**src/hw/afb_pkg.sv**
```systemverilog
// Package: constants, timing and carrier types for the async flash host controller
package afb_pkg;

  // ****************************************
  // Widths
  // ****************************************
  localparam int ADDR_W = 21;
  localparam int DATA_W = 16;
  localparam int TMR_W = 8;

  // ****************************************
  // Timing, in ns as specified, and derived cycle counts
  // ****************************************
  localparam int CLK_PERIOD_NS = 8;
  localparam int T_PD_MIN_NS = 100;
  // Wake and bus figures have no firm source; plain defaults
  localparam int T_WAKE_OUT_NS = 1000;
  localparam int T_WAKE_WR_NS = 1000;
  localparam int T_READ_ACC_NS = 100;
  localparam int T_WE_PULSE_NS = 100;
  localparam int T_WR_HOLD_NS = 24;
  localparam int T_BUS_GAP_NS = 40;

  // Least times round up, never below one cycle
  function automatic int ns_to_cyc(input int ns);
    int c;
    c = (ns + CLK_PERIOD_NS - 1) / CLK_PERIOD_NS;
    return (c < 1) ? 1 : c;
  endfunction

  localparam logic [TMR_W-1:0] PD_HOLD_CYC = TMR_W'(ns_to_cyc(T_PD_MIN_NS));
  localparam logic [TMR_W-1:0] WAKE_OUT_CYC = TMR_W'(ns_to_cyc(T_WAKE_OUT_NS));
  localparam logic [TMR_W-1:0] WAKE_WR_CYC = TMR_W'(ns_to_cyc(T_WAKE_WR_NS));
  localparam logic [TMR_W-1:0] WAKE_CYC = (WAKE_OUT_CYC > WAKE_WR_CYC) ? WAKE_OUT_CYC : WAKE_WR_CYC;
  localparam logic [TMR_W-1:0] READ_ACC_CYC = TMR_W'(ns_to_cyc(T_READ_ACC_NS));
  localparam logic [TMR_W-1:0] WE_PULSE_CYC = TMR_W'(ns_to_cyc(T_WE_PULSE_NS));
  localparam logic [TMR_W-1:0] WR_HOLD_CYC = TMR_W'(ns_to_cyc(T_WR_HOLD_NS));
  localparam logic [TMR_W-1:0] BUS_GAP_CYC = TMR_W'(ns_to_cyc(T_BUS_GAP_NS));
  localparam logic [TMR_W-1:0] TMR_RST_VAL = 8'hFF;
  localparam logic [TMR_W-1:0] TMR_ONE = 8'h01;
  localparam logic [7:0] BYTE_PAD = 8'h00;

  // ****************************************
  // Types
  // ****************************************
  typedef enum logic [1:0] {
    OP_READ = 2'h0,
    OP_WRITE = 2'h1,
    OP_PWRDN = 2'h2
  } afb_op_t;

  typedef enum logic [2:0] {
    ST_PD_HOLD = 3'h0,
    ST_WAKE = 3'h1,
    ST_IDLE = 3'h3,
    ST_RD_ACC = 3'h2,
    ST_WR_PULSE = 3'h6,
    ST_WR_HOLD = 3'h7,
    ST_GAP = 3'h5
  } afb_state_t;

  typedef struct packed {
    afb_op_t op;
    logic [ADDR_W-1:0] addr;
    logic [DATA_W-1:0] data;
    logic wide;
  } afb_req_t;

  typedef struct packed {
    logic [ADDR_W-1:0] addr;
    logic [DATA_W-1:0] dq_out;
    logic [DATA_W-1:0] dq_oe;
    logic chip_select_a_n;
    logic chip_select_b_n;
    logic oe_n;
    logic we_n;
    logic power_down_reset_n;
    logic byte_wide;
  } afb_pins_t;

endpackage

```
**src/hw/afb_cycle_timer.sv**
```systemverilog
// Down-counting cycle timer used to pace the flash bus phases
`timescale 1ns/1ps
module afb_cycle_timer (
  input wire logic clk_sys,
  input wire logic rst,
  input wire logic load,
  input wire logic [afb_pkg::TMR_W-1:0] load_val,
  output logic expired
);
  import afb_pkg::*;

  logic [TMR_W-1:0] cnt_q;

  // Reset parks the count high so a reset pulse still gives a long power-down
  always_ff @(posedge clk_sys) begin
    if (rst) begin
      cnt_q <= TMR_RST_VAL;
    end else if (load) begin
      cnt_q <= load_val - TMR_ONE;
    end else if (cnt_q != '0) begin
      cnt_q <= cnt_q - TMR_ONE;
    end
  end

  assign expired = (cnt_q == '0);

endmodule

```
**src/hw/afb_host.sv**
```systemverilog
// Host-side controller driving an asynchronous flash memory through its pins
// Contract
// - Host reads with both selects and output enable low, write strobe and reset high.
// - Reset pin low powers down the device; host holds it low 100 ns minimum.
// - Device wakes in read array, status 80H; host waits wake-to-output delay.
// - Host waits wake-to-write delay after raising reset before any command write.
// - Host drives the reset pin from the system reset.
// - Host supplies block or location address with erase, lock and program commands.
// - Host never drives output enable and write strobe low together.
`timescale 1ns/1ps
module afb_host (
  input wire logic clk_sys,
  input wire logic rst,
  input wire logic req_valid,
  input wire afb_pkg::afb_req_t req,
  output logic req_ready,
  output logic resp_valid,
  output logic [afb_pkg::DATA_W-1:0] resp_data,
  output logic dev_busy,
  output logic [afb_pkg::ADDR_W-1:0] flash_addr,
  output logic chip_select_a_n,
  output logic chip_select_b_n,
  output logic oe_n,
  output logic we_n,
  output logic power_down_reset_n,
  output logic byte_wide,
  input wire logic [afb_pkg::DATA_W-1:0] data_io_lines_in,
  output logic [afb_pkg::DATA_W-1:0] data_io_lines_out,
  output logic [afb_pkg::DATA_W-1:0] data_io_lines_oe,
  input wire logic ready_busy_output
);
  import afb_pkg::*;

  // ****************************************
  // Sequencer
  // ****************************************
  afb_state_t state_q, state_d;
  afb_pins_t pins_q;
  logic tmr_load;
  logic [TMR_W-1:0] tmr_val;
  logic tmr_done;
  logic req_ready_q;
  logic accept;
  logic resp_valid_q;
  logic [DATA_W-1:0] resp_data_q;
  logic dev_busy_q;

  assign accept = req_valid && req_ready_q;

  function automatic logic [TMR_W-1:0] phase_cycles(input afb_state_t st);
    case (st)
      ST_PD_HOLD: phase_cycles = PD_HOLD_CYC;
      ST_WAKE: phase_cycles = WAKE_CYC;
      ST_RD_ACC: phase_cycles = READ_ACC_CYC;
      ST_WR_PULSE: phase_cycles = WE_PULSE_CYC;
      ST_WR_HOLD: phase_cycles = WR_HOLD_CYC;
      ST_GAP: phase_cycles = BUS_GAP_CYC;
      default: phase_cycles = TMR_ONE;
    endcase
  endfunction

  always_comb begin
    state_d = state_q;
    case (state_q)
      ST_PD_HOLD: begin
        if (tmr_done) begin
          state_d = ST_WAKE;
        end
      end
      ST_WAKE: begin
        // Covers both the output and the write wake delays
        if (tmr_done) begin
          state_d = ST_IDLE;
        end
      end
      ST_IDLE: begin
        if (accept) begin
          case (req.op)
            OP_READ: state_d = ST_RD_ACC;
            OP_WRITE: state_d = ST_WR_PULSE;
            OP_PWRDN: state_d = ST_PD_HOLD;
            default: state_d = ST_IDLE;
          endcase
        end
      end
      ST_RD_ACC: begin
        if (tmr_done) begin
          state_d = ST_GAP;
        end
      end
      ST_WR_PULSE: begin
        if (tmr_done) begin
          state_d = ST_WR_HOLD;
        end
      end
      ST_WR_HOLD: begin
        if (tmr_done) begin
          state_d = ST_GAP;
        end
      end
      ST_GAP: begin
        // Turnaround keeps a read's drivers off the bus before a write
        if (tmr_done) begin
          state_d = ST_IDLE;
        end
      end
      default: state_d = ST_PD_HOLD;
    endcase
  end

  assign tmr_load = (state_d != state_q);
  assign tmr_val = phase_cycles(state_d);

  afb_cycle_timer u_timer (
    .clk_sys(clk_sys),
    .rst(rst),
    .load(tmr_load),
    .load_val(tmr_val),
    .expired(tmr_done)
  );

  always_ff @(posedge clk_sys) begin
    if (rst) begin
      state_q <= ST_PD_HOLD;
      req_ready_q <= 1'b0;
    end else begin
      state_q <= state_d;
      req_ready_q <= (state_d == ST_IDLE);
    end
  end

  // ****************************************
  // Pin drive
  // ****************************************
  always_ff @(posedge clk_sys) begin
    if (rst) begin
      pins_q.power_down_reset_n <= 1'b0;
      pins_q.chip_select_a_n <= 1'b1;
      pins_q.chip_select_b_n <= 1'b1;
      pins_q.oe_n <= 1'b1;
      pins_q.we_n <= 1'b1;
      pins_q.dq_oe <= '0;
    end else begin
      pins_q.power_down_reset_n <= (state_d != ST_PD_HOLD);
      // Select stays low through the hold so the strobe rises first
      pins_q.chip_select_a_n <= !(state_d inside {ST_RD_ACC, ST_WR_PULSE, ST_WR_HOLD});
      pins_q.chip_select_b_n <= !(state_d inside {ST_RD_ACC, ST_WR_PULSE, ST_WR_HOLD});
      pins_q.oe_n <= (state_d != ST_RD_ACC);
      pins_q.we_n <= (state_d != ST_WR_PULSE);
      pins_q.dq_oe <= {DATA_W{state_d inside {ST_WR_PULSE, ST_WR_HOLD}}};
    end
  end

  // Address, data and width are taken whole at acceptance of a read or write
  always_ff @(posedge clk_sys) begin
    if (rst) begin
      pins_q.addr <= '0;
      pins_q.dq_out <= '0;
      pins_q.byte_wide <= 1'b1;
    end else if (accept && req.op != OP_PWRDN) begin
      pins_q.addr <= req.addr;
      pins_q.dq_out <= req.data;
      pins_q.byte_wide <= req.wide;
    end
  end

  // ****************************************
  // Read return and busy sampling
  // ****************************************
  always_ff @(posedge clk_sys) begin
    if (rst) begin
      resp_valid_q <= 1'b0;
      resp_data_q <= '0;
    end else begin
      resp_valid_q <= (state_q == ST_RD_ACC) && tmr_done;
      if ((state_q == ST_RD_ACC) && tmr_done) begin
        // In byte mode the upper lines float and are not trusted
        resp_data_q <= pins_q.byte_wide ? data_io_lines_in
                                        : {BYTE_PAD, data_io_lines_in[7:0]};
      end
    end
  end

  // Open-drain busy line floats high through the board pull-up when idle
  always_ff @(posedge clk_sys) begin
    if (rst) begin
      dev_busy_q <= 1'b0;
    end else begin
      dev_busy_q <= !ready_busy_output;
    end
  end

  assign req_ready = req_ready_q;
  assign resp_valid = resp_valid_q;
  assign resp_data = resp_data_q;
  assign dev_busy = dev_busy_q;
  assign flash_addr = pins_q.addr;
  assign chip_select_a_n = pins_q.chip_select_a_n;
  assign chip_select_b_n = pins_q.chip_select_b_n;
  assign oe_n = pins_q.oe_n;
  assign we_n = pins_q.we_n;
  assign power_down_reset_n = pins_q.power_down_reset_n;
  assign byte_wide = pins_q.byte_wide;
  assign data_io_lines_out = pins_q.dq_out;
  assign data_io_lines_oe = pins_q.dq_oe;

  // ****************************************
  // Checks
  // ****************************************
  logic [TMR_W-1:0] pd_low_cnt_q;
  logic [TMR_W-1:0] wake_cnt_q;

  always_ff @(posedge clk_sys) begin
    if (rst || pins_q.power_down_reset_n) begin
      pd_low_cnt_q <= '0;
    end else if (pd_low_cnt_q != TMR_RST_VAL) begin
      pd_low_cnt_q <= pd_low_cnt_q + TMR_ONE;
    end
  end

  always_ff @(posedge clk_sys) begin
    if (rst || !pins_q.power_down_reset_n) begin
      wake_cnt_q <= '0;
    end else if (wake_cnt_q != TMR_RST_VAL) begin
      wake_cnt_q <= wake_cnt_q + TMR_ONE;
    end
  end

  no_oe_we_a: assert property (@(posedge clk_sys) disable iff (rst)
    !(!pins_q.oe_n && !pins_q.we_n))
    else $error("output enable and write strobe low together");

  read_pins_a: assert property (@(posedge clk_sys) disable iff (rst)
    !pins_q.oe_n |-> (!pins_q.chip_select_a_n && !pins_q.chip_select_b_n
                      && pins_q.we_n && pins_q.power_down_reset_n))
    else $error("read cycle with wrong control levels");

  pd_min_hold_a: assert property (@(posedge clk_sys) disable iff (rst)
    $rose(pins_q.power_down_reset_n) |-> pd_low_cnt_q >= PD_HOLD_CYC)
    else $error("power-down pulse shorter than minimum");

  wake_read_a: assert property (@(posedge clk_sys) disable iff (rst)
    $fell(pins_q.oe_n) |-> wake_cnt_q >= WAKE_OUT_CYC)
    else $error("read started before wake-to-output delay");

  wake_write_a: assert property (@(posedge clk_sys) disable iff (rst)
    $fell(pins_q.we_n) |-> wake_cnt_q >= WAKE_WR_CYC)
    else $error("write started before wake-to-write delay");

  reset_pd_a: assert property (@(posedge clk_sys) disable iff (rst)
    $fell(rst) |-> !pins_q.power_down_reset_n ##1 !pins_q.power_down_reset_n)
    else $error("system reset did not hold flash in power-down");

  addr_stable_a: assert property (@(posedge clk_sys) disable iff (rst)
    (!pins_q.we_n && $past(!pins_q.we_n)) |-> ($stable(pins_q.addr)
                                               && $stable(pins_q.dq_out)))
    else $error("address or data moved during write strobe");

  strobe_first_a: assert property (@(posedge clk_sys) disable iff (rst)
    $rose(pins_q.we_n) |-> !pins_q.chip_select_a_n && pins_q.dq_oe[0])
    else $error("select or data released before write strobe rose");

  read_done_c: cover property (@(posedge clk_sys) disable iff (rst) resp_valid_q);
  write_done_c: cover property (@(posedge clk_sys) disable iff (rst)
    $rose(pins_q.we_n) ##[1:20] pins_q.chip_select_a_n);
  pwrdn_c: cover property (@(posedge clk_sys) disable iff (rst)
    $fell(pins_q.power_down_reset_n));

endmodule

```
**config.mk**
```make
export PLATFORM = sky130hd
export DESIGN_NAME = afb_host
export DESIGN_NICKNAME = d
export VERILOG_FILES = /design/src/hw/afb_pkg.sv /design/src/hw/afb_cycle_timer.sv /design/src/hw/afb_host.sv
export SDC_FILE = /design/constraint.sdc
export NUM_CORES = 1
export LEC_CHECK = 0
export BUFFER_PORTS_ARGS = -buffer_cell sky130_fd_sc_hd__buf_2
export CORE_MARGIN = 3
export CORE_UTILIZATION = 50
export DETAILED_ROUTE_END_ITERATION = 8
export PLACE_DENSITY = 0.82
export SYNTH_ARGS = -nofsm -noshare
export SYNTH_HDL_FRONTEND = slang
export SYNTH_SLANG_ARGS = --single-unit
```
**constraint.sdc**
```tcl
create_clock -name clk_sys -period 4.6 [get_ports clk_sys]
set_clock_uncertainty 0.05 [all_clocks]
set_input_delay 0 -clock clk_sys [delete_from_list [all_inputs] [get_ports clk_sys]]
set_output_delay 0 -clock clk_sys [all_outputs]
set_load 0.005 [all_outputs]
```
# [After elaboration in Yosys (flattened, before gate mapping)]
# Cells that the tools add are included.
[totals] reg_bits=73 inputBits=60 output_inout_bits=78 wordCells=62
[classes] addsub=2 eq_ne=18 n_mux=11 n_reduce_logical=17
[op_table] operator="$pmux W7 S4" count=1
[op_table] operator="$eq A3 B3 Y1 const B" count=6
[op_table] operator="$mux W16" count=1
[op_table] operator="$mux W8" count=2
[op_table] operator="$mux W3" count=5
[op_table] operator="$pmux W3 S5" count=1
[op_table] operator="$eq A3 B2 Y1 const B" count=4
[op_table] operator="$pmux W3 S3" count=1
[op_table] operator="$logic_not A8 Y1" count=1
[op_table] operator="$reduce_bool A8 Y1" count=1
[op_table] operator="$sub A7 B1 Y8 const B" count=1
[op_table] operator="$sub A8 B1 Y8 const B" count=1
[op_table] operator="$eq A3 B1 Y1 const B" count=2
[op_table] operator="$logic_not A3 Y1" count=2
[op_table] operator="$reduce_bool A3 Y1" count=2
[op_table] operator="$reduce_bool A2 Y1" count=2
[op_table] operator="$reduce_or A2 Y1" count=2
[op_table] operator="$logic_and A1 B1 Y1" count=3
[op_table] operator="$ne A3 B2 Y1 const B" count=1
[op_table] operator="$ne A3 B3 Y1" count=1
[op_table] operator="$ne A3 B3 Y1 const B" count=1
[op_table] operator="$reduce_or A3 Y1" count=1
[op_table] operator="$eq A2 B1 Y1 const B" count=1
[op_table] operator="$eq A2 B2 Y1 const B" count=1
[op_table] operator="other kinds (3)" count=4

# [Longest topological paths before layout]
# Gate-level depths: netlist of the first run.
[depth] word_depth=9 depth_mapped=12

# [By module]
# Synthesis of the first run repeated with hierarchy kept, for this count alone.
[hier_totals] cells_unflattened=363 area_unflattened_um2=3042.9
[by_module_without_submodules] mod="afb_host" instances=1 cells_per_inst=308 area_per_inst_um2=2507.4 seq_area_each_um2=1301.2
[by_module_without_submodules] mod="afb_cycle_timer" instances=1 cells_per_inst=55 area_per_inst_um2=535.5 seq_area_each_um2=160.2

# [Worst setup path before layout of the first run]
# No wires, ideal clock.
[synth_path] kind="register -> register" startpoint="reg u_timer.cnt_q[3]" endpoint="reg u_timer.cnt_q[6]" setup_ns=0.120 arrival_ns=2.127 slack_ns=2.303 path_stages_with_launch=11 path_buffers=0 synth_period_minus_slack_ns=2.297 path_cell_list="dfxtp_1 -> nor3_4 -> o2111ai_1 -> a22o_1 -> a31oi_1 -> ha_1 -> inv_1 -> nor4b_1 -> nand4_1 -> a21boi_0 -> a21oi_1"
[synth_between] elab_chain_len=8 elab_cells_between_ends=21 classes_between="2 x add/sub; 6 x eq/ne; 8 x mux; 5 x reduce/logical"
[synth_rtl] item="start, declared" line_no="afb_cycle_timer.sv:12" rtl="logic [TMR_W-1:0] cnt_q;"
[synth_rtl] item="start signal, assigned" line_no="afb_cycle_timer.sv:19" rtl="cnt_q <= load_val - TMR_ONE;"
[synth_rtl] item="start signal, assigned" line_no="afb_cycle_timer.sv:21" rtl="cnt_q <= cnt_q - TMR_ONE;"
[synth_rtl] item="$logic_not A8 Y1" line_no="afb_cycle_timer.sv:25" rtl="assign expired = (cnt_q == '0);"
[synth_rtl] item="$mux W3 (on tied branches)"
[synth_rtl] item="$pmux W3 S5" line_no="afb_host.sv:64" rtl="case (state_q)"
[synth_rtl] item="$eq A3 B2 Y1, or another cell as far along" line_no="afb_host.sv:51" rtl="case (st)"
[synth_rtl] item="$reduce_or A3 Y1 (no source line)"
[synth_rtl] item="$pmux W7 S4" line_no="afb_host.sv:51"
[synth_rtl] item="$sub A7 B1 Y8" line_no="afb_cycle_timer.sv:19"
[synth_rtl] item="$mux W8" line_no="afb_cycle_timer.sv:18" rtl="end else if (load) begin"
# Parallel ways exist; a longest one is shown, timed or not. The select of a mux whose other input is x is not followed.
# A chain may end at the register's enable or synchronous reset.

# [Final worst setup path of the first run]
[layout_path] startpoint="reg state_q[1]" endpoint="reg u_timer.cnt_q[6]"
[layout_between] elab_chain_len=8 elab_cells_between_ends=27 classes_between="1 x add/sub; 12 x eq/ne; 8 x mux; 6 x reduce/logical"
[layout_rtl] item="start, declared" line_no="afb_host.sv:37" rtl="afb_state_t state_q, state_d;"
[layout_rtl] item="start signal, assigned" line_no="afb_host.sv:127" rtl="state_q <= state_d;"
[layout_rtl] item="$eq A3 B3 Y1, or another cell as far along" line_no="afb_host.sv:64"
[layout_rtl] item="$reduce_or A2 Y1 (no source line)"
[layout_rtl] item="$pmux W3 S5" line_no="afb_host.sv:64"
[layout_rtl] item="$eq A3 B2 Y1, or another cell as far along" line_no="afb_host.sv:51"
[layout_rtl] item="$reduce_or A3 Y1 (no source line)"
[layout_rtl] item="$pmux W7 S4" line_no="afb_host.sv:51"
[layout_rtl] item="$sub A7 B1 Y8" line_no="afb_cycle_timer.sv:19"
[layout_rtl] item="$mux W8" line_no="afb_cycle_timer.sv:18"
# Parallel ways exist; a longest one is shown, timed or not.

==> impl.org, run 1 <==
** Outcome
- Outcome :: complete, no violations

** Floorplanning
- Die footprint :: 0.006950 mm^2
- Total I/O pin count :: 138
- For this configuration, the core starts out at a cell density of 0.5305.
- Die Y-Extent :: 83.37 um
- Core region area :: 0.005642 mm^2
- In this run the core area contains 27 standard-cell rows.
- DIE WIDTH :: 83.37 um

** Power and ir drop
- The internal portion of the total power is 0.9999 mW.
- Power per cell area :: 293.8 mW/mm^2
- Of the total power, the share spent switching nets is 0.2164.
- Relative contribution of combinational cells to total power :: 0.072
- Clock share of power :: 0.426
- Switching power :: 0.2761 mW
- IR drop worst, VDD :: 0.0002053 V
- Seq pwr share :: 0.502
- Leakage Power :: 1.935 nW

** Cells and area
- Cell area after layout :: 0.004343 mm^2
- Total number of nets in the final design :: 606
- Register cell area after layout :: 0.001461 mm^2
- Leaving out fill and tap cells, the most frequent cell in the layout is buf_2.
- In the layout the commonest cells are buf_2 (137), nand2_1 (112), dfxtp_1 (73).
- Summing all multi-input logic gate instances after layout gives 0.001305 mm^2.
- In the final layout, the share of cells above drive strength 1 is 0.2927.
- Counting the fill cells in the layout gives 363.
- Area growth from synthesis to layout :: 45.11%

** Worst setup path
- The worst setup path is launched from a flip-flop.
- Kind of end point of the critical path :: flip-flop
- At the worst endpoint, the required time is 4.78 ns.
- The worst setup path is of the flip-flop to flip-flop kind.
- In this run the worst path has a maximum fanout of 16.
- Depth of the most critical reg-to-reg path :: 10
- For flop-to-flop paths, the worst setup slack is 1.83 ns.
- STA puts the critical path data arrival time at 2.95 ns.

** Route
- Detail-routed net length per standard cell :: 15.06 um
- Before antenna repair, the detailed router went through 4 iterations.
- The final layout contains routed wiring with a total length of 9.381 mm.
- DRC violations left :: 0
- Number of DRC violations after detailed-routing iteration 0 :: 201
- In this run the remaining antenna-violating nets after routing total 0.
- For this block, the via count after detailed routing is 3283.
- In the routed layout, each cell is associated on average with a via count of 5.270.

** Synthesis
- The compound-gate portion of the synthesized area is 0.1768.
- Biggest area consumer among synthesized cells :: dfxtp_1
- Synthesized netlist net count :: 441
- The synthesized netlist contains 44 unique library cells.
- Synthesis produced a netlist whose cell count is 380.
- Simple-gate share of the synthesized area :: 0.2450
- Sorting the synthesized cells by area gives the leading types as dfxtp_1 (49%), nand2_1 (14%), a21oi_1 (10%).
- In this run the mean area of a mapped cell was 7.876 um^2.
- Yosys warning total :: 0
- After synthesis, the largest family of logic cells by area is simple AND/OR/NAND/NOR gates.
- Flip-flop and latch count after synthesis :: 73
- Mapped Area :: 0.002993 mm^2
- Yosys top cell area share :: 0.4883
- Of the synthesized area, sequential elements account for 0.4883.
- Post-synthesis mux area share :: 0.003344
- Post-Synth XOR/XNOR Area :: 0.005853
- Adder and majority gate portion of the synthesized area :: 0.004181

** Global route
- For this run, the total global-route usage over all layers was measured as 0.2664.
- First-pass GRT wire length :: 15.01 mm
- The number of global-route vias before repair is 3162.
- For this run the aggregate overflow at the end of global routing stands at 0.
- The number of antenna violations at the first check in global routing was 0.
- Entering global routing, the biggest net connects 70 pins.

** Clock network
- H-Tree Level Count :: 3
- Total number of clock tree sinks :: 73
- The root buffer cell chosen for the clock tree is clkbuf_8.
- The number of clock buffers added by TritonCTS is 9.
- Clock latency on the worst-skew pair, taken at its later pin, is 0.34 ns.
- CTS clk-pin slew, worst paths :: 0.08 ns
- TritonCTS built the clock tree.
- The longest clock path from root to sink contains 2 buffers.
- Post-CTS setup buffers :: 0

** STA
- For the final routed database, the setup TNS stands at 0 ns.
- Setup repair after global routing left no endpoint under its margin.
- The total count of hold-check failures in the final report is 0.
- Pin slew with the least headroom to its limit :: 0.9672 ns
- Final setup fails :: 0
- Post-layout min period :: 2.771 ns
- Max-slew violation count :: 0
- Highest attainable clock frequency :: 360.9 MHz
- The worst pin sits at a relative slew slack of 0.3528.
- In the finished design, the share of the clock period the worst path needs comes to 0.6023.

** Placement
- During placement, the flow inserted port buffers numbering 137.
- Routability congestion estimate :: 0.8991
- After detailed placement, the total cell area comes to 0.003572 mm^2.
- Detailed placement HPWL :: 5.457 mm

** Min path
- Cell depth of the worst min-delay path :: 3
- Path type of the worst min-delay path :: input pin to flip-flop

** Flow run
- Number of maximum-capacitance violations :: 0
layer usage:
| metal | track usage | vias to the layer above | share of wire |
|---|---|---|---|
| met5 | 0 | - | 0 |
| met4 | 0.1322 | 0 | 0.027 |
| met3 | 0.08036 | 28 | 0.10 |
| met2 | 0.4424 | 196 | 0.48 |
| met1 | 0.3109 | 1463 | 0.39 |
| li1 | - | 1596 | - |
worst max-delay path, cell delays in order, from the launching register on:
cell	delay, ns
dfxtp_1	0.61
inv_1	0.14
o2111ai_1	0.43
nand3_1	0.30
nor2_1	0.17
ha_1	0.20
inv_1	0.08
nor4b_1	0.28
nand4_1	0.12
a21boi_0	0.22
a21oi_1	0.06
Yosys cell counts, drive strengths merged:
master   instances
a21o             4
or4              1
o41ai            1
ha               1
o21bai           3
dfxtp           73
mux2i            1
clkbuf          19
nand3           12
nor4b            1
o21ai            9
buf             21
o21a             2
o22ai            1
inv              4
xor2             1
o2111ai          2
or3              2
a31oi            3
xnor2            1
nand4b           1
nand2b           1
nor2b            2
a221o            1
a31o             1
a22o             3
a22oi            1
and3b            1
nor4             2
nand4            3
a21boi           1
nor3             8
nand2          112
nor2            17
and3             1
nand3b           1
a21oi           61
or2              1
flip-flops by register name, indices dropped and copies added, names as in the netlist, 3 cells and up:
name / count
data_io_lines_out: 16
resp_data: 16
state_q: 3
flash_addr: 21
u_timer.cnt_q: 8
power groups by stage:
stage	Sequential (mW)	Combinational, mW	Clock, mW
6_report	0.641	0.0915	0.544
5_1_grt	0.641	0.0986	0.582
4_1_cts	0.641	0.0874	0.556
3_5_place_dp	0.655	0.0510	0
3_3_place_gp	0.655	0.0512	0
2_1_floorplan	0.654	0.0207	0
logic make-up (layout without fill, tap and decap cells):
logic type / after synthesis / after routing
fa+ha+maj: 1 / 1
compound gates: 93 / 93
buf+inv: 44 / 214
flops: 73 / 73
xor+xnor: 2 / 2
other cells: 0 / 1
mux: 1 / 1
simple gates: 166 / 166
metrics by stage:
stage	power [mW]	instances	setup WS [ns]	hold slack [ns]	util
2_1_floorplan	0.6752	380	2.303	0.02238	-
5_1_grt	1.322	622	1.545	0.2669	0.7694
3_5_place_dp	0.7064	551	1.927	0.1203	0.6332
4_1_cts	1.284	622	1.897	0.2285	0.7694
6_report	1.276	623	1.829	0.2420	0.7698
3_3_place_gp	0.7062	551	1.963	0.1075	0.6332
path summary, 6_finish.rpt:
kind	from	end
setup / recovery	state_q[1]	u_timer.cnt_q[6]
hold / removal	rst	resp_valid
setup reg to reg	state_q[1]	u_timer.cnt_q[6]
hold reg to reg	resp_data[2]	resp_data[2]
timing repair:
action	CTS	global route
hold buffers	55	0
endpoints found under the hold margin	55	0
gates resized for setup	0	0
cell type report:
| class | instances | share of cell area |
|---|---|---|
| well taps | 72 | 0.02074 |
| inverters | 4 | 0.003457 |
| clock buffers | 10 | 0.02939 |
| diodes | 1 | 0.0005762 |
| repair buffers | 194 | 0.2881 |
| flip-flops and latches | 73 | 0.3365 |
| multi-input cells | 263 | 0.3005 |
| clock inverters | 6 | 0.02074 |
Power figures use the tool's default switching activity.
==> run 2: changes to the inputs <==
--- a/config.mk
+++ b/config.mk
@@ -7,9 +7,9 @@
 export LEC_CHECK = 0
 export BUFFER_PORTS_ARGS = -buffer_cell sky130_fd_sc_hd__buf_2
 export CORE_MARGIN = 3
-export CORE_UTILIZATION = 50
+export CORE_UTILIZATION = 46
 export DETAILED_ROUTE_END_ITERATION = 8
-export PLACE_DENSITY = 0.82
+export PLACE_DENSITY = 0.76
 export SYNTH_ARGS = -nofsm -noshare
 export SYNTH_HDL_FRONTEND = slang
 export SYNTH_SLANG_ARGS = --single-unit
==> constraint.sdc (replaced) <==
create_clock -name clk_sys -period 2.6 [get_ports clk_sys]
set_clock_uncertainty 0.05 [all_clocks]
set_input_delay 0 -clock clk_sys [delete_from_list [all_inputs] [get_ports clk_sys]]
set_output_delay 0 -clock clk_sys [all_outputs]
set_load 0.005 [all_outputs]
==> impl.org, run 2 (synthesis gave the netlist of run 1 again) <==
** Outcome
- Outcome :: complete, no violations

** Route
- Via Count :: 3392 (+3.3%)
- Number of antenna-violating nets in the routed design :: 0 (unchanged)
- The average wire per cell in the routed design came to 15.12 um (+0.42%).
- The total detailed-routing wirelength is 9.677 mm (+3.2%).
- Number of DRC violations after detailed-routing iteration 0 :: 256 (+27%)
- The routed via count divided by cell count came to 5.300 (+0.58%).
- Initial DRT Pass Iterations :: 5 (+1)
- DRC violations left :: 0 (unchanged)

** Worst setup path
- The worst register-to-register path begins at u_timer.cnt_q[2].
- Worst reg2reg setup slack :: 0.08 ns (-1.75 ns)
- The maximum net fanout on the critical path came to 6 (-10).
- The data arrival time of the worst path is 2.70 ns (-0.25 ns).
- STA classifies the critical path startpoint as a flip-flop.
- Capture instance of the worst register-to-register path :: u_timer.cnt_q[6]
- Worst path required time :: 2.78 ns (-2.00 ns)
- Kind of end point of the critical path :: flip-flop
- The worst reg2reg path depth came to 11 (+1).
- Worst Setup Path Type :: flip-flop to flip-flop

** Placement
- The post-placement cell area came to 0.003643 mm^2 (+2.0%).
- Routability congestion estimate :: 0.8846 (-1.6%)
- The number of port buffers is 137 (unchanged).
- Number of placed instances with taps included :: 563 (+2.2%)
- Detailed placement HPWL :: 5.564 mm (+2.0%)

** Clock network
- TritonCTS built the clock tree.
- Clk root buf :: clkbuf_8
- Cts bufs inserted :: 9 (unchanged)
- Bufs on Longest Clock Path :: 2 (unchanged)
- H-Tree Level Count :: 3 (unchanged)
- The clock slew at the register clock pins of the worst setup and hold paths is 0.07 ns (about the same).
- Clock Latency Late Sink :: 0.34 ns (about the same)
- Total number of clock tree sinks :: 73 (unchanged)

** Cells and area
- The top cell types in the final layout, fill and taps aside, are buf_2 (137), nand2_1 (112), dfxtp_1 (73).
- Most common cell after layout, fill and taps aside :: buf_2
- Number of flip-flops in the largest register :: 21 (unchanged)
- Fraction of layout instances using a drive strength above 1 :: 0.3115 (+0.01878)
- The final standard cell area without fillers was 0.004459 mm^2 (+2.7%).
- Compared with the post-synthesis result, the final layout area differs by 49.00%.
- Post-route insts no fill :: 640 (+2.7%)
- Antenna cell count :: 0 (-1)
- The final net count is 621 (+2.5%).

** Global route
- First-pass GRT wire length :: 14.95 mm (-0.37%)
- GRT busiest layer :: met2
- The maximum number of pins on one net before global-route repair came to 51 (-27%).
- Overflow left after global routing :: 0 (unchanged)
- Global-route track usage on met2 :: 0.4131 (-0.02935)
- The global routing usage on met1 was 0.2850 (-0.02599).
- Global-route total usage across every layer :: 0.2526 (-0.01379)
- Met3 routing resource usage after global routing :: 0.07795 (-0.002410)
- Number of antenna violations at the first check in global routing :: 0 (unchanged)
- Number of global-route vias before repair :: 3312 (+4.7%)

** Floorplanning
- Site Rows :: 28 (+3.7%)
- Core region area :: 0.006096 mm^2 (+8.1%)
- The horizontal extent of the die came to 86.66 um (+4.0%).
- Initial cell density of the core :: 0.4910 (-0.03953)
- The chip height is 86.66 um (+4.0%).
- Die footprint :: 0.007510 mm^2 (+8.1%)
- The I/O pin total came to 138 (unchanged).

** Power and ir drop
- The total power divided by cell area was 495.4 mW/mm^2 (+69%).
- IR drop worst, VDD :: 0.0003884 V (+89%)
- Leakage Power :: 2.008 nW (+3.7%)

** STA
- The final critical-path required period came to 2.519 ns (-0.2517 ns).
- The highest attainable clock frequency was 397.0 MHz (+10%).
- The total count of max-transition violations in the final report was 0 (unchanged).
- The total count of hold-check failures in the final report came to 0 (unchanged).
- Final setup fails :: 0 (unchanged)
- Fraction of the cycle the final worst path needs :: 0.9688 (+0.3665)
- Worst max-slew margin expressed relative to the limit :: 0.4905 (+0.1377)
- Pin slew with the least headroom to its limit :: 0.7563 ns (-0.2110 ns)

** Min path
- Cell depth of the worst min-delay path :: 5 (+2)
- The startpoint identified for the worst hold timing path is req[38].
- Hold Crit Endpoint :: u_timer.cnt_q[0]
- The worst hold path belongs to the class input pin to flip-flop.

** Flow run
- Number of maximum-capacitance violations :: 0 (unchanged)
[run 2: cell types whose count changed in the layout (fill, tap and decap cells not counted), sizes merged]
| cell | previous run | this run |
|---|---|---|
| buf | 139 | 152 |
| clkbuf | 10 | 12 |
| dlygate4sd3 | 55 | 57 |
| bufinv | 2 | 1 |
| diode | 1 | 0 |
| inv | 5 | 4 |
[run 2: final cells by class]
class,count,area (um^2)
inverters,4,15.01
multi-input cells,263,1314
clock inverters,4,51.30
well taps,75,93.84
repair buffers,209,1369
flip-flops and latches,73,1461
fillers,451,1637
clock buffers,12,155.1
[run 2: what timing repair did]
| item | 4_1_cts | 5_1_grt |
|---|---|---|
| setup buffers | 0 | 4 |
| gates resized for setup | 0 | 4 |
| endpoints found under the hold margin | 56 | 0 |
| endpoints found under the setup margin | 0 | 2 |
| hold buffers | 57 | 0 |
[run 2: routing by layer]
metal / vias to the layer above / part of all wire
met2: 196 / 0.47
met1: 1541 / 0.39
met3: 37 / 0.096
met4: 0 / 0.040
li1: 1618 / -
met5: - / 0
[run 2: where the power goes]
group          total, mW  leakage, nW  internal (mW)  switching (mW)
combinational      0.162         1.32          0.103          0.0591
clock              0.913        0.103          0.496           0.417
sequential          1.13        0.589           1.12         0.00981
[run 2: how the worst max path moves through the flow]
stage / from / end / slack, ns / depth (start not counted)
CTS: u_timer.cnt_q[3] / u_timer.cnt_q[6] / 0.08 / 10
global placement: u_timer.cnt_q[3] / u_timer.cnt_q[6] / 0.16 / 10
finish: u_timer.cnt_q[2] / u_timer.cnt_q[6] / 0.08 / 11
floorplan: u_timer.cnt_q[3] / u_timer.cnt_q[6] / 0.30 / 10
detailed placement: u_timer.cnt_q[3] / u_timer.cnt_q[6] / 0.11 / 10
global route: u_timer.cnt_q[2] / u_timer.cnt_q[6] / -0.04 / 11
[run 2: worst max-delay path, stage by stage (launching register included)]
cell and delay (ns):
dfxtp_1 0.36, nor3_4 0.31, buf_4 0.16, nand4b_1 0.12
a22o_1 0.23, a31oi_1 0.17, ha_1 0.20, inv_1 0.08
nor4b_1 0.35, nand4_1 0.14, a21boi_1 0.18, a21oi_1 0.06
[run 2: through the flow]
| stage | TNS, ns | hold WS, ns | total power [mW] | worst slack, ns | util |
|---|---|---|---|---|---|
| global route | -0.04208 | 0.2793 | 2.284 | -0.04208 | 0.7315 |
| finish | 0 | 0.2544 | 2.209 | 0.08113 | 0.7315 |
| floorplan | 0 | 0.02238 | 1.195 | 0.3031 | - |
| CTS | 0 | 0.2338 | 2.211 | 0.07613 | 0.7252 |
| detailed placement | 0 | 0.1156 | 1.247 | 0.1060 | 0.5977 |
| global placement | 0 | 0.1098 | 1.246 | 0.1639 | 0.5977 |
